<file path="src/rtl/lebs_pkg.sv">
// constants for little-endian external bus lane steering
// Operation
// - dword read, 32-bit bus: two beats, all lanes, upper word first
// - word read: ext addr bit0 follows sys addr bit2, all lanes active
// - halfword read: addr bit0 from bit2, lanes 0011 or 1100 by bit1
// - byte read: one lane low chosen by addr 1:0, byte to addressed lane
// - dword write, 8-bit bus: eight beats, addresses 111 down to 000
// - word write: four descending beats in addressed half; halfword two beats
package lebs_pkg;
  localparam logic [2:0] LEBS_SIZE_BYTE  = 3'h0;
  localparam logic [2:0] LEBS_SIZE_HALF  = 3'h1;
  localparam logic [2:0] LEBS_SIZE_WORD  = 3'h2;
  localparam logic [2:0] LEBS_SIZE_DWORD = 3'h3;
  localparam logic [3:0] LEBS_LANES_ALL  = 4'h0;
  localparam logic [3:0] LEBS_LANES_NONE = 4'hF;
  localparam logic [3:0] LEBS_LANES_LO   = 4'hC;
  localparam logic [3:0] LEBS_LANES_HI   = 4'h3;
  localparam logic [3:0] LEBS_LANES_BYTE = 4'hE;
  localparam logic [2:0] LEBS_ADDR_RST   = 3'h0;
  localparam logic [31:0] LEBS_DOUT_RST  = 32'h0;
  localparam logic [63:0] LEBS_RDATA_RST = 64'h0;
  localparam logic [2:0] LEBS_BEAT_RST   = 3'h0;
  typedef enum logic [0:0] {LEBS_IDLE, LEBS_BEAT} lebs_state_type;
endpackage

</file>
<file path="src/rtl/lebs_lane_map.sv">
// beat decoder: external address, lane selects and last-beat flag
`timescale 1ns/1ps
`default_nettype none
module lebs_lane_map (
  input  wire logic       write,
  input  wire logic [2:0] size,
  input  wire logic [2:0] addr,
  input  wire logic [2:0] beat,
  output logic [2:0]      ext_addr,
  output logic [3:0]      lanes_n,
  output logic            last
);
  import lebs_pkg::*;
  always_comb begin
    ext_addr = addr;
    lanes_n  = LEBS_LANES_ALL;
    last     = 1'b1;
    if (write) begin
      // 8-bit bus: only lane 0 ever carries data
      lanes_n = LEBS_LANES_BYTE;
      case (size)
        LEBS_SIZE_DWORD: begin
          ext_addr = ~beat;
          last     = (beat == 3'h7);
        end
        LEBS_SIZE_WORD: begin
          ext_addr = {addr[2], ~beat[1:0]};
          last     = (beat == 3'h3);
        end
        LEBS_SIZE_HALF: begin
          ext_addr = {addr[2:1], ~beat[0]};
          last     = (beat == 3'h1);
        end
        default: begin
          ext_addr = addr;
          last     = 1'b1;
        end
      endcase
    end else begin
      case (size)
        LEBS_SIZE_DWORD: begin
          ext_addr = {2'h0, ~beat[0]};
          last     = (beat == 3'h1);
        end
        LEBS_SIZE_WORD: begin
          ext_addr = {2'h0, addr[2]};
        end
        LEBS_SIZE_HALF: begin
          ext_addr = {2'h0, addr[2]};
          lanes_n  = addr[1] ? LEBS_LANES_HI : LEBS_LANES_LO;
        end
        default: begin
          ext_addr = {2'h0, addr[2]};
          lanes_n  = ~(4'h1 << addr[1:0]);
        end
      endcase
    end
  end
endmodule
`default_nettype wire

</file>
<file path="src/rtl/lebs_steer.sv">
// lane steering engine: splits system transfers into external beats
`timescale 1ns/1ps
`default_nettype none
module lebs_steer (
  input  wire logic        clk,
  input  wire logic        rst,
  input  wire logic        req_valid,
  input  wire logic        req_write,
  input  wire logic [2:0]  req_size,
  input  wire logic [2:0]  req_addr,
  input  wire logic [63:0] req_wdata,
  input  wire logic        beat_done,
  input  wire logic [31:0] ext_mem_data_in,
  output logic             req_ready,
  output logic             beat_active,
  output logic [2:0]       ext_addr_out,
  output logic [3:0]       ext_byte_lane_sel_n,
  output logic [31:0]      ext_mem_data_out,
  output logic             ext_mem_data_oe,
  output logic [63:0]      rd_data,
  output logic             xfer_done
);
  import lebs_pkg::*;

  lebs_state_type state_r;
  lebs_state_type state_nxt;
  logic        write_r;
  logic        write_nxt;
  logic [2:0]  size_r;
  logic [2:0]  size_nxt;
  logic [2:0]  addr_r;
  logic [2:0]  addr_nxt;
  logic [63:0] wdata_r;
  logic [63:0] wdata_nxt;
  logic [2:0]  beat_r;
  logic [2:0]  beat_nxt;
  logic [2:0]  eaddr_r;
  logic [3:0]  lanes_r;
  logic [3:0]  lanes_nxt;
  logic [31:0] dout_r;
  logic [31:0] dout_nxt;
  logic        oe_r;
  logic        oe_nxt;
  logic        active_r;
  logic        active_nxt;
  logic        ready_r;
  logic        ready_nxt;
  logic        done_r;
  logic        done_nxt;
  logic [63:0] rdata_r;
  logic [63:0] rdata_nxt;
  logic [2:0]  eaddr_nxt;
  logic [2:0]  map_addr;
  logic [3:0]  map_lanes;
  logic        map_last;
  logic        last_r;
  logic        last_nxt;
  logic        rd_cap;
  logic        accept;

  // sizes above doubleword have no mapping, so they are never taken
  assign accept = (state_r == LEBS_IDLE) && req_valid && (req_size <= LEBS_SIZE_DWORD);

  // decoder sees the next beat so its answer lands in the output flops
  lebs_lane_map u_map (
    .write    (write_nxt),
    .size     (size_nxt),
    .addr     (addr_nxt),
    .beat     (beat_nxt),
    .ext_addr (map_addr),
    .lanes_n  (map_lanes),
    .last     (map_last)
  );

  // request group: the transfer is held for its whole life
  always_comb begin
    write_nxt = write_r;
    size_nxt  = size_r;
    addr_nxt  = addr_r;
    wdata_nxt = wdata_r;
    if (accept) begin
      write_nxt = req_write;
      size_nxt  = req_size;
      addr_nxt  = req_addr;
      wdata_nxt = req_wdata;
    end
  end

  always_ff @(posedge clk or posedge rst) begin
    if (rst) begin
      write_r <= 1'b0;
      size_r  <= LEBS_SIZE_BYTE;
      addr_r  <= LEBS_ADDR_RST;
      wdata_r <= LEBS_RDATA_RST;
    end else begin
      write_r <= write_nxt;
      size_r  <= size_nxt;
      addr_r  <= addr_nxt;
      wdata_r <= wdata_nxt;
    end
  end

  // sequencer group: a beat ends only on the memory's say-so
  always_comb begin
    state_nxt = state_r;
    beat_nxt  = beat_r;
    done_nxt  = 1'b0;
    case (state_r)
      LEBS_IDLE: begin
        if (accept) begin
          state_nxt = LEBS_BEAT;
          beat_nxt  = LEBS_BEAT_RST;
        end
      end
      LEBS_BEAT: begin
        if (beat_done) begin
          if (last_r) begin
            state_nxt = LEBS_IDLE;
            done_nxt  = 1'b1;
          end else begin
            beat_nxt = beat_r + 3'h1;
          end
        end
      end
      default: begin
        state_nxt = LEBS_IDLE;
      end
    endcase
  end

  always_ff @(posedge clk or posedge rst) begin
    if (rst) begin
      state_r <= LEBS_IDLE;
      beat_r  <= LEBS_BEAT_RST;
      done_r  <= 1'b0;
      last_r  <= 1'b0;
    end else begin
      state_r <= state_nxt;
      beat_r  <= beat_nxt;
      done_r  <= done_nxt;
      last_r  <= last_nxt;
    end
  end

  // output group: decoder answer for the coming beat, parked values when idle
  always_comb begin
    active_nxt = (state_nxt == LEBS_BEAT);
    ready_nxt  = (state_nxt == LEBS_IDLE);
    last_nxt   = map_last && active_nxt;
    eaddr_nxt  = active_nxt ? map_addr : LEBS_ADDR_RST;
    lanes_nxt  = active_nxt ? map_lanes : LEBS_LANES_NONE;
    oe_nxt     = active_nxt && write_nxt;
    // byte at the external address rides lane 0
    dout_nxt   = oe_nxt ? {24'h0, wdata_nxt[{map_addr, 3'h0} +: 8]} : LEBS_DOUT_RST;
  end

  always_ff @(posedge clk or posedge rst) begin
    if (rst) begin
      eaddr_r  <= LEBS_ADDR_RST;
      lanes_r  <= LEBS_LANES_NONE;
      dout_r   <= LEBS_DOUT_RST;
      oe_r     <= 1'b0;
      active_r <= 1'b0;
      ready_r  <= 1'b1;
    end else begin
      eaddr_r  <= eaddr_nxt;
      lanes_r  <= lanes_nxt;
      dout_r   <= dout_nxt;
      oe_r     <= oe_nxt;
      active_r <= active_nxt;
      ready_r  <= ready_nxt;
    end
  end

  // read data group: sampled only in the cycle the memory ends a read beat
  assign rd_cap = (state_r == LEBS_BEAT) && beat_done && !write_r;

  // beat with external address bit 0 set fills the upper word
  // only bytes whose lane is selected are written
  genvar gi;
  generate
    for (gi = 0; gi < 8; gi = gi + 1) begin : g_rbyte
      always_comb begin
        rdata_nxt[gi*8 +: 8] = rdata_r[gi*8 +: 8];
        if (rd_cap && !lanes_r[gi % 4] && (eaddr_r[0] == (gi >= 4))) begin
          rdata_nxt[gi*8 +: 8] = ext_mem_data_in[(gi % 4)*8 +: 8];
        end
      end
    end
  endgenerate

  // cleared only by reset: a narrow read keeps the other bytes of the last result
  always_ff @(posedge clk or posedge rst) begin
    if (rst) begin
      rdata_r <= LEBS_RDATA_RST;
    end else begin
      rdata_r <= rdata_nxt;
    end
  end

  assign req_ready           = ready_r;
  assign beat_active         = active_r;
  assign ext_addr_out        = eaddr_r;
  assign ext_byte_lane_sel_n = lanes_r;
  assign ext_mem_data_out    = dout_r;
  assign ext_mem_data_oe     = oe_r;
  assign rd_data             = rdata_r;
  assign xfer_done           = done_r;
endmodule
`default_nettype wire

</file>
<file path="config.mk">
export PLATFORM = sky130hd
export DESIGN_NAME = lebs_steer
export DESIGN_NICKNAME = d
export VERILOG_FILES = /design/src/rtl/lebs_pkg.sv /design/src/rtl/lebs_lane_map.sv /design/src/rtl/lebs_steer.sv
export SDC_FILE = /design/constraint.sdc
export NUM_CORES = 1
export LEC_CHECK = 0
export ABC_AREA = 1
export BUFFER_PORTS_ARGS = -buffer_cell sky130_fd_sc_hd__buf_2
export CAP_MARGIN = 40
export CORE_UTILIZATION = 50
export CTS_CLUSTER_SIZE = 16
export DETAILED_ROUTE_END_ITERATION = 8
export HOLD_SLACK_MARGIN = 0.15
export PLACE_DENSITY = 0.77
export SLEW_MARGIN = 20
export SYNTH_ARGS = -nofsm -noshare
export SYNTH_HDL_FRONTEND = slang
export SYNTH_HIERARCHICAL = 1
export SYNTH_SLANG_ARGS = --single-unit
</file>
<file path="constraint.sdc">
create_clock -name clk -period 5.31 [get_ports clk]
set_input_delay 0.531 -clock clk [delete_from_list [all_inputs] [get_ports clk]]
set_output_delay 0.531 -clock clk [all_outputs]
set_load 0.02 [all_outputs]
</file>
### Yosys cells after proc, flatten, opt, wreduce, memory -nomap -nowiden

Index checks and enable logic that the tools add are counted.

* flip-flop bits (word level): 158
* latch bits: 0
* RAM bits: 0
* ROM bits: 0
* input port bits: 107
* output and inout bits: 107
* logic and storage cells: 89
* memories kept: 0

* add/sub/neg operators: 1
* multipliers: 0
* divide/modulo/power cells: 0
* order comparisons: 1
* eq/ne operators: 6
* shift-type cells: 2
* mux-type cells: 27
* bitwise operators: 7
* reduce and logical (&&, ||, !) cells: 24

Operators with widths (number)
* two-way mux 64 bit: 1
* indexed part select 64 x 7 -> 8 bit: 1
* two-way mux 3 bit: 7
* logical AND 1 bit: 18
* two-way mux 4 bit: 3
* two-way mux 1 bit: 10
* equality test 3 x 2 -> 1 bit (second input constant): 3
* case mux 3 bit (3 select lines): 1
* two-way mux 8 bit: 1
* case mux 4 bit (2 select lines): 1
* equality test 3 x 1 -> 1 bit (second input constant): 2
* case mux 3 bit (2 select lines): 1
* logical NOT 1 bit: 5
* NOT 1 bit: 4
* NOT 4 bit: 1
* << shifter 1 x 2 -> 4 bit (first input constant): 1
* adder 3 x 1 -> 3 bit (second input constant): 1
* equality test 3 bit (second input constant): 1
* <= comparator 3 x 2 -> 1 bit (second input constant): 1
* NOT 3 bit: 1
* case mux 1 bit (3 select lines): 1
* NOT 2 bit: 1
* case mux 1 bit (2 select lines): 1
* OR reduction 2 bit: 1

### Depth between registers and ports, before layout

Gate-level depths: netlist of the first run.

* word-level depth: 10
* gate-level depth with buffers: 19
* depth with buffers taken out: 16

### Cells and area by module

The synthesis of the first run kept the hierarchy.

Modules (own cells, without submodules)
* lebs_steer: times used 1, cells each 791, area each 7154.4 sq um, sequential area each 3960.0 sq um
* lebs_lane_map: times used 1, cells each 49, area each 242.7 sq um, sequential area each 0.0 sq um

### Least setup slack after synthesis of the first run

OpenSTA, ideal clock, no wires.

* kind: input to register
* from: in req_size[2]
* to: reg dout_r[3] (netlist: ext_mem_data_out[3])
* library setup time: 117 ps
* arrival: 2477 ps
* data required time: 5193 ps
* setup slack: 2717 ps
* stages on the path: 19
* buffers on the path: 3
* cell sequence: nor2_4 nand2_4 inv_2 buf_6 nand2_1 nand2_1 nand2_4 nor2_4 nand2_1 nand3_1 o21ai_2 buf_2 inv_1 buf_1 nand3_1 nand3_1 nand2_1 nor2_1 nor2_1

* elaborated cells between the ends (all ways): 22
* those cells by class: order compare: 1; eq/ne: 3; shift: 1; mux: 12; bitwise: 3; reduce/logical: 2

RTL lines
* start, declared: RTL line lebs_steer.sv:9 `input wire logic [2:0] req_size,`
* <= comparator 3 x 2 -> 1 bit *: RTL line lebs_steer.sv:62 `assign accept = (state_r == LEBS_IDLE) && req_valid && (req_size <= LEBS_SIZE_DWORD);`
* logical AND 1 bit *: RTL line lebs_steer.sv:62
* two-way mux 3 bit *: RTL line lebs_steer.sv:81 `if (accept) begin`
* via size_nxt[1]: RTL line lebs_steer.sv:30 `logic [2:0] size_nxt;`
* equality test 3 x 1 -> 1 bit (tied with other cells): RTL line lebs_lane_map.sv:21 `case (size)`
* case mux 3 bit (3 select lines) / two-way mux 1 bit (equally long branches): RTL line lebs_lane_map.sv:21, lebs_lane_map.sv:40
* two-way mux 3 bit *: RTL line lebs_lane_map.sv:18 `if (write) begin`
* via map_addr[0]: RTL line lebs_steer.sv:53 `logic [2:0] map_addr;`
* indexed part select 64 x 7 -> 8 bit *: RTL line lebs_steer.sv:154 `dout_nxt = oe_nxt ? {24'h0, wdata_nxt[{map_addr, 3'h0} +: 8]} : LEBS_DOUT_RST;`
* two-way mux 8 bit *: RTL line lebs_steer.sv:154
* via dout_nxt[3]: RTL line lebs_steer.sv:41 `logic [31:0] dout_nxt;`
* end signal, assigned: RTL line lebs_steer.sv:168 `dout_r <= dout_nxt;`
* end, declared: RTL line lebs_steer.sv:40 `logic [31:0] dout_r;`

The timed path passes the listed nets; every way through them passes the cells marked *.
A chain may end at the register's enable or synchronous reset.

==> results of run 1 <==
[cells by family after synthesis]
kind of cell | Yosys count
simple gates | 478
other cells | 1
buf+inv | 126
fa+ha+maj | 1
flops | 158
compound gates | 76
[area by class of cell]
class	instances	area (um2)
clock buffers	20	467
clock inverters	12	114
fillers	1259	5590
inverters	62	238
multi-input cells	579	2850
flip-flops and latches	158	3960
well taps	184	230
repair buffers	198	1040
[worst reg2reg max path: cells and delay by family, from the launching register on]
| kind | cells | cell delay, ns |
|---|---|---|
| simple gates | 9 | 1.10 |
| flops | 1 | 0.46 |
| compound gates | 1 | 0.17 |
| buf+inv | 3 | 1.38 |
[worst min path at each step]
stage / endpoint / startpoint / cells past startpoint / slack [ns]
floorplan: addr_r[2] / addr_r[2] / 2 / 0.44
global placement: wdata_r[32] / wdata_r[32] / 2 / 0.45
detailed placement: wdata_r[13] / wdata_r[13] / 2 / 0.45
CTS: addr_r[2] / req_addr[2] / 3 / 0.34
global route: addr_r[2] / req_addr[2] / 3 / 0.36
finish: addr_r[2] / req_addr[2] / 3 / 0.36
[registers in the layout, summed over array words and instances, names as in the netlist]
signal	flops
ext_mem_data_out	8
req_ready	1
write_r	1
addr_r	3
wdata_r	64
xfer_done	1
beat_active	1
last_r	1
size_r	3
rd_data	64
ext_addr_out	3
beat_r	3
ext_mem_data_oe	1
ext_byte_lane_sel_n	4
[cells in the mapped netlist, types with 3 or more instances]
library cell and instances:
nand2_1 262, dfrtp_1 153, nand3_1 149, inv_1 57, o21ai_2 47, nor2_1 43
buf_4 30, o21ai_1 20, buf_2 14, buf_6 10, nand3_4 8, buf_1 6
dfstp_2 5, or2_1 5, clkbuf_1 4, o21ai_0 4, inv_2 3, nor2_4 3
[per-stage QoR]
stage	setup slack, ns	hold WS (ns)	area, um2
5_1_grt	1.79	0.356	8890
4_1_cts	2.10	0.337	8890
2_1_floorplan	0.524	0.437	7480
6_report	2.08	0.357	8890
3_3_place_gp	1.98	0.448	8270
3_5_place_dp	1.97	0.453	8300
[routing by layer]
layer / track usage / wire, um / share of wire
met1: 0.313 / 7570 / 0.43
met2: 0.378 / 8280 / 0.47
met3: 0.0531 / 1400 / 0.079
met4: 0.114 / 447 / 0.025
met5: 0 / 0 / 0
[power by group through the flow]
stage | registers (mW) | logic (mW) | clock network [mW]
floorplan | 2.21 | 1.60 | 0
global placement | 1.94 | 2.49 | 0
detailed placement | 1.95 | 2.54 | 0
CTS | 1.93 | 2.56 | 1.20
global route | 1.99 | 2.86 | 1.24
finish | 1.93 | 2.55 | 1.18
[repair_timing]
| item | 4_1_cts | 5_1_grt |
|---|---|---|
| endpoints found under the hold margin | 37 | 0 |
| setup endpoints to repair | 0 | 0 |
| hold buffers | 1 | 0 |
==> flow_metrics.env, run 1 <==
export IMPL_status="completed"
export IMPL_yosysUniqueCellTypes=31
export IMPL_cts_root_buf="clkbuf_16"
export IMPL_p_seq_frac=0.341
export IMPL_ys_top_cells_by_area="dfrtp_1 (52%), nand2_1 (13%), nand3_1 (10%), o21ai_2 (5.6%), buf_4 (3.0%)"
export IMPL_cts_buffers=17
export IMPL_mostFrequentLayoutCells="nand2_1 (262), buf_2 (189), dfrtp_1 (153), nand3_1 (149), inv_1 (56)"
export IMPL_peakVddDrop_uv=275
export IMPL_avgSynthCellArea_um2=8.81
export IMPL_place_inst=1180
export IMPL_start_kind="flop"
export IMPL_crit_path_max_incr_delay_ns=0.57
export IMPL_p_sw_frac=0.429
export IMPL_min_path_type="in -> reg"
export IMPL_critPathMaxFanout=66
export IMPL_area_delta_synth_final_pct=20.2
export IMPL_synth_top_family_by_area="simple AND/OR/NAND/NOR gates"
export IMPL_ant_nets=0
export IMPL_insertion_delay_ns=0.42
export IMPL_critPathCaptureType="flop"
export IMPL_worstPathRequired_ns=5.62
export IMPL_cts_sinks=158
export IMPL_final_common_cell="nand2_1"
export IMPL_io_pins=214
export IMPL_synth_cells=840
export IMPL_cp_num_buf_inv=3
export IMPL_grt_pass1_wl_um=27700
export IMPL_synth_edff_count=0
export IMPL_yosysWarnings=6
export IMPL_cp_cell_sequence="nor2_4 > nand2_4 > buf_4 > nand2_1 > nand2_1 > nand2_1 > a21oi_1 > buf_4 > clkinv_1 > nand2_1 > nor2_1 > nor2_1 > nor2_1"
export IMPL_rsz0062_at_grt="no"
export IMPL_ys_seq_area_frac=0.535
export IMPL_crit_end="ext_mem_data_out[3]"
export IMPL_postCtsSetupRepairBufs=0
export IMPL_dieArea_mm2=0.0153
export IMPL_synth_fa_ha_area_frac=0.00169
export IMPL_crit_arrival_ns=3.54
export IMPL_cpMostUsedCell="nand2_1"
export IMPL_combPwrFrac=0.451
export IMPL_wl_per_cell_um=14.6
export IMPL_clockBufferDepth=2
export IMPL_synthesis_area_mm2=0.00740
export IMPL_synthSimpleGateAreaFrac=0.294
export IMPL_clk_pin_slew_ns=0.06
export IMPL_skew_ns=0.00905
export IMPL_r2r_slack_ns=2.08
export IMPL_antenna_found_initial=0
export IMPL_final_cells=1213
export IMPL_yosysTopAreaCell="dfrtp_1"
export IMPL_intPower_mw=3.23
export IMPL_critPathLaunch="beat_active"
export IMPL_async_flop_share=1.00
export IMPL_dr_first_iter_drc_count=505
export IMPL_power_frac_clock=0.208
export IMPL_synthXorXnorAreaFrac=0
export IMPL_drc=0
export IMPL_port_buffers=189
export IMPL_start_util=0.511
export IMPL_die_x_um=124
export IMPL_fin_crit_sh=0.608
export IMPL_hold_viol=0
export IMPL_drt_wl_total_um=17700
export IMPL_cts_tree="done"
export IMPL_netSwitchingPower_mw=2.43
export IMPL_max_freq_mhz=310
export IMPL_cp_depth=13
export IMPL_coreArea_mm2=0.0145
export IMPL_worstMarginPinSlew_ns=0.685
export IMPL_hpwl_um=12800
export IMPL_ys_ff_latch=158
export IMPL_rows=44
export IMPL_cts_resized=0
export IMPL_diodes=0
export IMPL_path_delay_family="buffers and inverters"
export IMPL_vias=6165
export IMPL_die_h_um=124
export IMPL_htree_levels=4
export IMPL_cap_violations=0
export IMPL_period_needed_ns=3.23
export IMPL_grt_max_degree=69
export IMPL_rr_endpoint="ext_mem_data_out[3]"
export IMPL_synthFlopType="dfrtp_1"
export IMPL_gp_congestion=0.898
export IMPL_fin_util=0.614
export IMPL_crit_slowest_cell="buf_4"
export IMPL_synth_top_area_share=0.518
export IMPL_p_per_area_mw_per_mm2=637
export IMPL_final_max_slew_viol_count=0
export IMPL_slew_headroom=0.543
export IMPL_finalPower_mw=5.66
export IMPL_synthMuxAreaShare=0
export IMPL_drive_gt1_frac=0.297
export IMPL_grtUsageTotal=0.240
export IMPL_avgViaCountPerCell=5.08
export IMPL_reg2reg_from="beat_active"
export IMPL_cellLeakagePower_nw=4.95
export IMPL_rr_worst_depth=13
export IMPL_grt_ovfl_total=0
export IMPL_setup_violations_final=0
export IMPL_fin_tns_setup_ns=0
export IMPL_synth_compound_area_share=0.0770
export IMPL_grt_pass1_vias=5668
export IMPL_path_class="reg -> reg"
export IMPL_nets=1124
export IMPL_dr_pass1_iters=5
(Power assumes the default switching activity.)
==> inputs of run 2 (changes only) <==
Clock period 5.31 ns to 3.3 ns, I/O delays scaled along.
==> run 2 against run 1 <==
  * Clock power rose by 72%
  * First-iteration DRC count fell by 13%
  * Worst hold slack got worse by 0.20 ns
  * Clock skew fell by 0.0016 ns
  * Cell count rose by 0.25%
  * Non-clock buffer count rose by 3
  * Cell area rose by 0.82%
  * Global-route usage rose by 0.81 points
  * Critical path depth did not move
  * Largest power group unchanged
==> flow_metrics.env, run 2 (synthesis gave the netlist of run 1 again) <==
export IMPL_cts_buffers=17
export IMPL_path_class="reg -> reg"
export IMPL_diodes=0
export IMPL_crit_slowest_cell="dfrtp_1"
export IMPL_vias=6214
export IMPL_rr_worst_depth=13
export IMPL_dr_first_iter_drc_count=438
export IMPL_start_util=0.511
export IMPL_final_common_cell="nand2_1"
export IMPL_clk_pin_slew_ns=0.06
export IMPL_hold_depth=3
export IMPL_status="completed"
export IMPL_setup_violations_final=0
export IMPL_drive_gt1_frac=0.297
export IMPL_cts_root_buf="clkbuf_16"
export IMPL_cp_num_buf_inv=2
export IMPL_place_ws_ns=0.574
export IMPL_io_pins=214
export IMPL_area_delta_synth_final_pct=21.2
export IMPL_skew_ns=0.00742
export IMPL_hpwl_um=13100
export IMPL_drc=0
export IMPL_rows=44
export IMPL_top_layer_used="met4"
export IMPL_dieArea_mm2=0.0153
export IMPL_met2_length_um=8970
export IMPL_multiInputGateArea_mm2=0.00285
export IMPL_hold_slack_ns=0.161
export IMPL_path_delay_family="simple AND/OR/NAND/NOR gates"
export IMPL_fillers=1244
export IMPL_min_path_type="in -> reg"
export IMPL_cp_depth=13
export IMPL_fin_ws_ns=0.529
export IMPL_slew_headroom=0.535
export IMPL_post_dp_cell_area_mm2=0.00832
export IMPL_worstMarginPinSlew_ns=0.696
export IMPL_p_per_area_mw_per_mm2=1040
export IMPL_cellLeakagePower_nw=4.98
export IMPL_drt_wl_total_um=18400
export IMPL_postCtsSetupRepairBufs=0
export IMPL_r2r_slack_ns=0.53
export IMPL_mostFrequentLayoutCells="nand2_1 (262), buf_2 (189), dfrtp_1 (153), nand3_1 (149), inv_1 (56)"
export IMPL_fin_area_mm2=0.00896
export IMPL_nets=1127
export IMPL_avgViaCountPerCell=5.11
export IMPL_dr_wl_met3_um=1250
export IMPL_cp_cell_sequence="nor2_4 > nand2_4 > inv_2 > nand2_1 > nand2_1 > nand2_4 > o21bai_2 > nand2_1 > a21oi_2 > clkinv_1 > nand2_1 > nor2_1 > nor2_1"
export IMPL_grt_max_degree=65
export IMPL_grt_ovfl_total=0
export IMPL_port_buffers=189
export IMPL_insertion_delay_ns=0.43
export IMPL_cap_violations=0
export IMPL_period_needed_ns=2.77
export IMPL_final_max_slew_viol_count=0
export IMPL_grtUsageTotal=0.248
export IMPL_clockBufferDepth=2
export IMPL_gp_congestion=0.916
export IMPL_start_kind="flop"
export IMPL_worstPathRequired_ns=3.66
export IMPL_critPathMaxFanout=17
export IMPL_fin_crit_sh=0.840
export IMPL_dr_pass1_iters=5
export IMPL_ant_nets=0
export IMPL_cts_sinks=158
export IMPL_rsz0062_at_grt="no"
export IMPL_crit_arrival_ns=3.13
export IMPL_cpMostUsedCell="nand2_1"
export IMPL_critPathCaptureType="flop"
export IMPL_fin_tns_setup_ns=0
export IMPL_seq_area_mm2=0.00396
export IMPL_hold_viol=0
export IMPL_grt_pass1_vias=5834
export IMPL_peakVddDrop_uv=525
export IMPL_htree_levels=4
export IMPL_crit_path_max_incr_delay_ns=0.44
export IMPL_grt_pass1_wl_um=28600
export IMPL_antenna_found_initial=0
export IMPL_coreArea_mm2=0.0145
export IMPL_drt_met1_wl_um=7900
export IMPL_cts_tree="done"
export IMPL_wl_per_cell_um=15.1
export IMPL_fin_util=0.619
export IMPL_max_freq_mhz=361
export IMPL_die_h_um=124
export IMPL_die_x_um=124
## run 2: changes by cell type in the layout (fill, tap and decap cells not counted)
cell,previous run,this run
clkinv_4,5,1
bufinv_16,1,3
buf_16,1,0
dlygate4sd3_1,1,3
clkbuf_8,3,0
inv_6,1,6
buf_4,7,6
buf_12,0,3
## run 2: what timing repair did
action                    4_1_cts  5_1_grt
hold endpoints to repair       30        0
hold buffers                    3        0
gates resized for setup         0        0
## run 2: final timing paths
| check | from | end |
|---|---|---|
| max | beat_active | ext_mem_data_out[0] |
| min | req_wdata[3] | wdata_r[3] |
| max reg2reg | beat_active | ext_mem_data_out[0] |
| min reg2reg | wdata_r[11] | wdata_r[11] |
| max in group asynchronous | rst | ext_byte_lane_sel_n[2] |
| min in group asynchronous | rst | rd_data[9] |
## run 2: final cells by class
type                       instances  share of cell area
sequential                       158               0.442
multi-input combinational        579               0.317
timing repair buffer             201               0.121
clock buffer                      17              0.0475
inverter                          62              0.0264
tap                              184              0.0257
clock inverter                    15              0.0205
## run 2: per-layer routing
metal	up-vias	GRT usage
li1	3008	-
met1	2934	0.320
met2	245	0.411
met3	27	0.0554
met4	0	0.0843
met5	-	0
## run 2: per-stage QoR
| stage | power [mW] | std cells |
|---|---|---|
| global placement | 7.15 | 1181 |
| finish | 9.31 | 1216 |
| detailed placement | 7.27 | 1181 |
| CTS | 9.33 | 1216 |
| floorplan | 6.12 | 863 |
| global route | 9.99 | 1216 |
## run 2: power breakdown
part / switching (mW) / internal (mW) / leakage (nW) / total, mW
Sequential: 0.345 / 2.77 / 2.03 / 3.12
Clock: 0.829 / 1.20 / 0.291 / 2.03
Combinational: 2.79 / 1.37 / 2.66 / 4.16
## run 2: worst register-to-register path: stages, from the launching register on
cell,delay (ns)
dfrtp_1,0.44
nor2_4,0.14
nand2_4,0.10
inv_2,0.21
nand2_1,0.09
nand2_1,0.20
nand2_4,0.12
o21bai_2,0.15
nand2_1,0.08
a21oi_2,0.42
clkinv_1,0.43
nand2_1,0.16
nor2_1,0.05
nor2_1,0.11
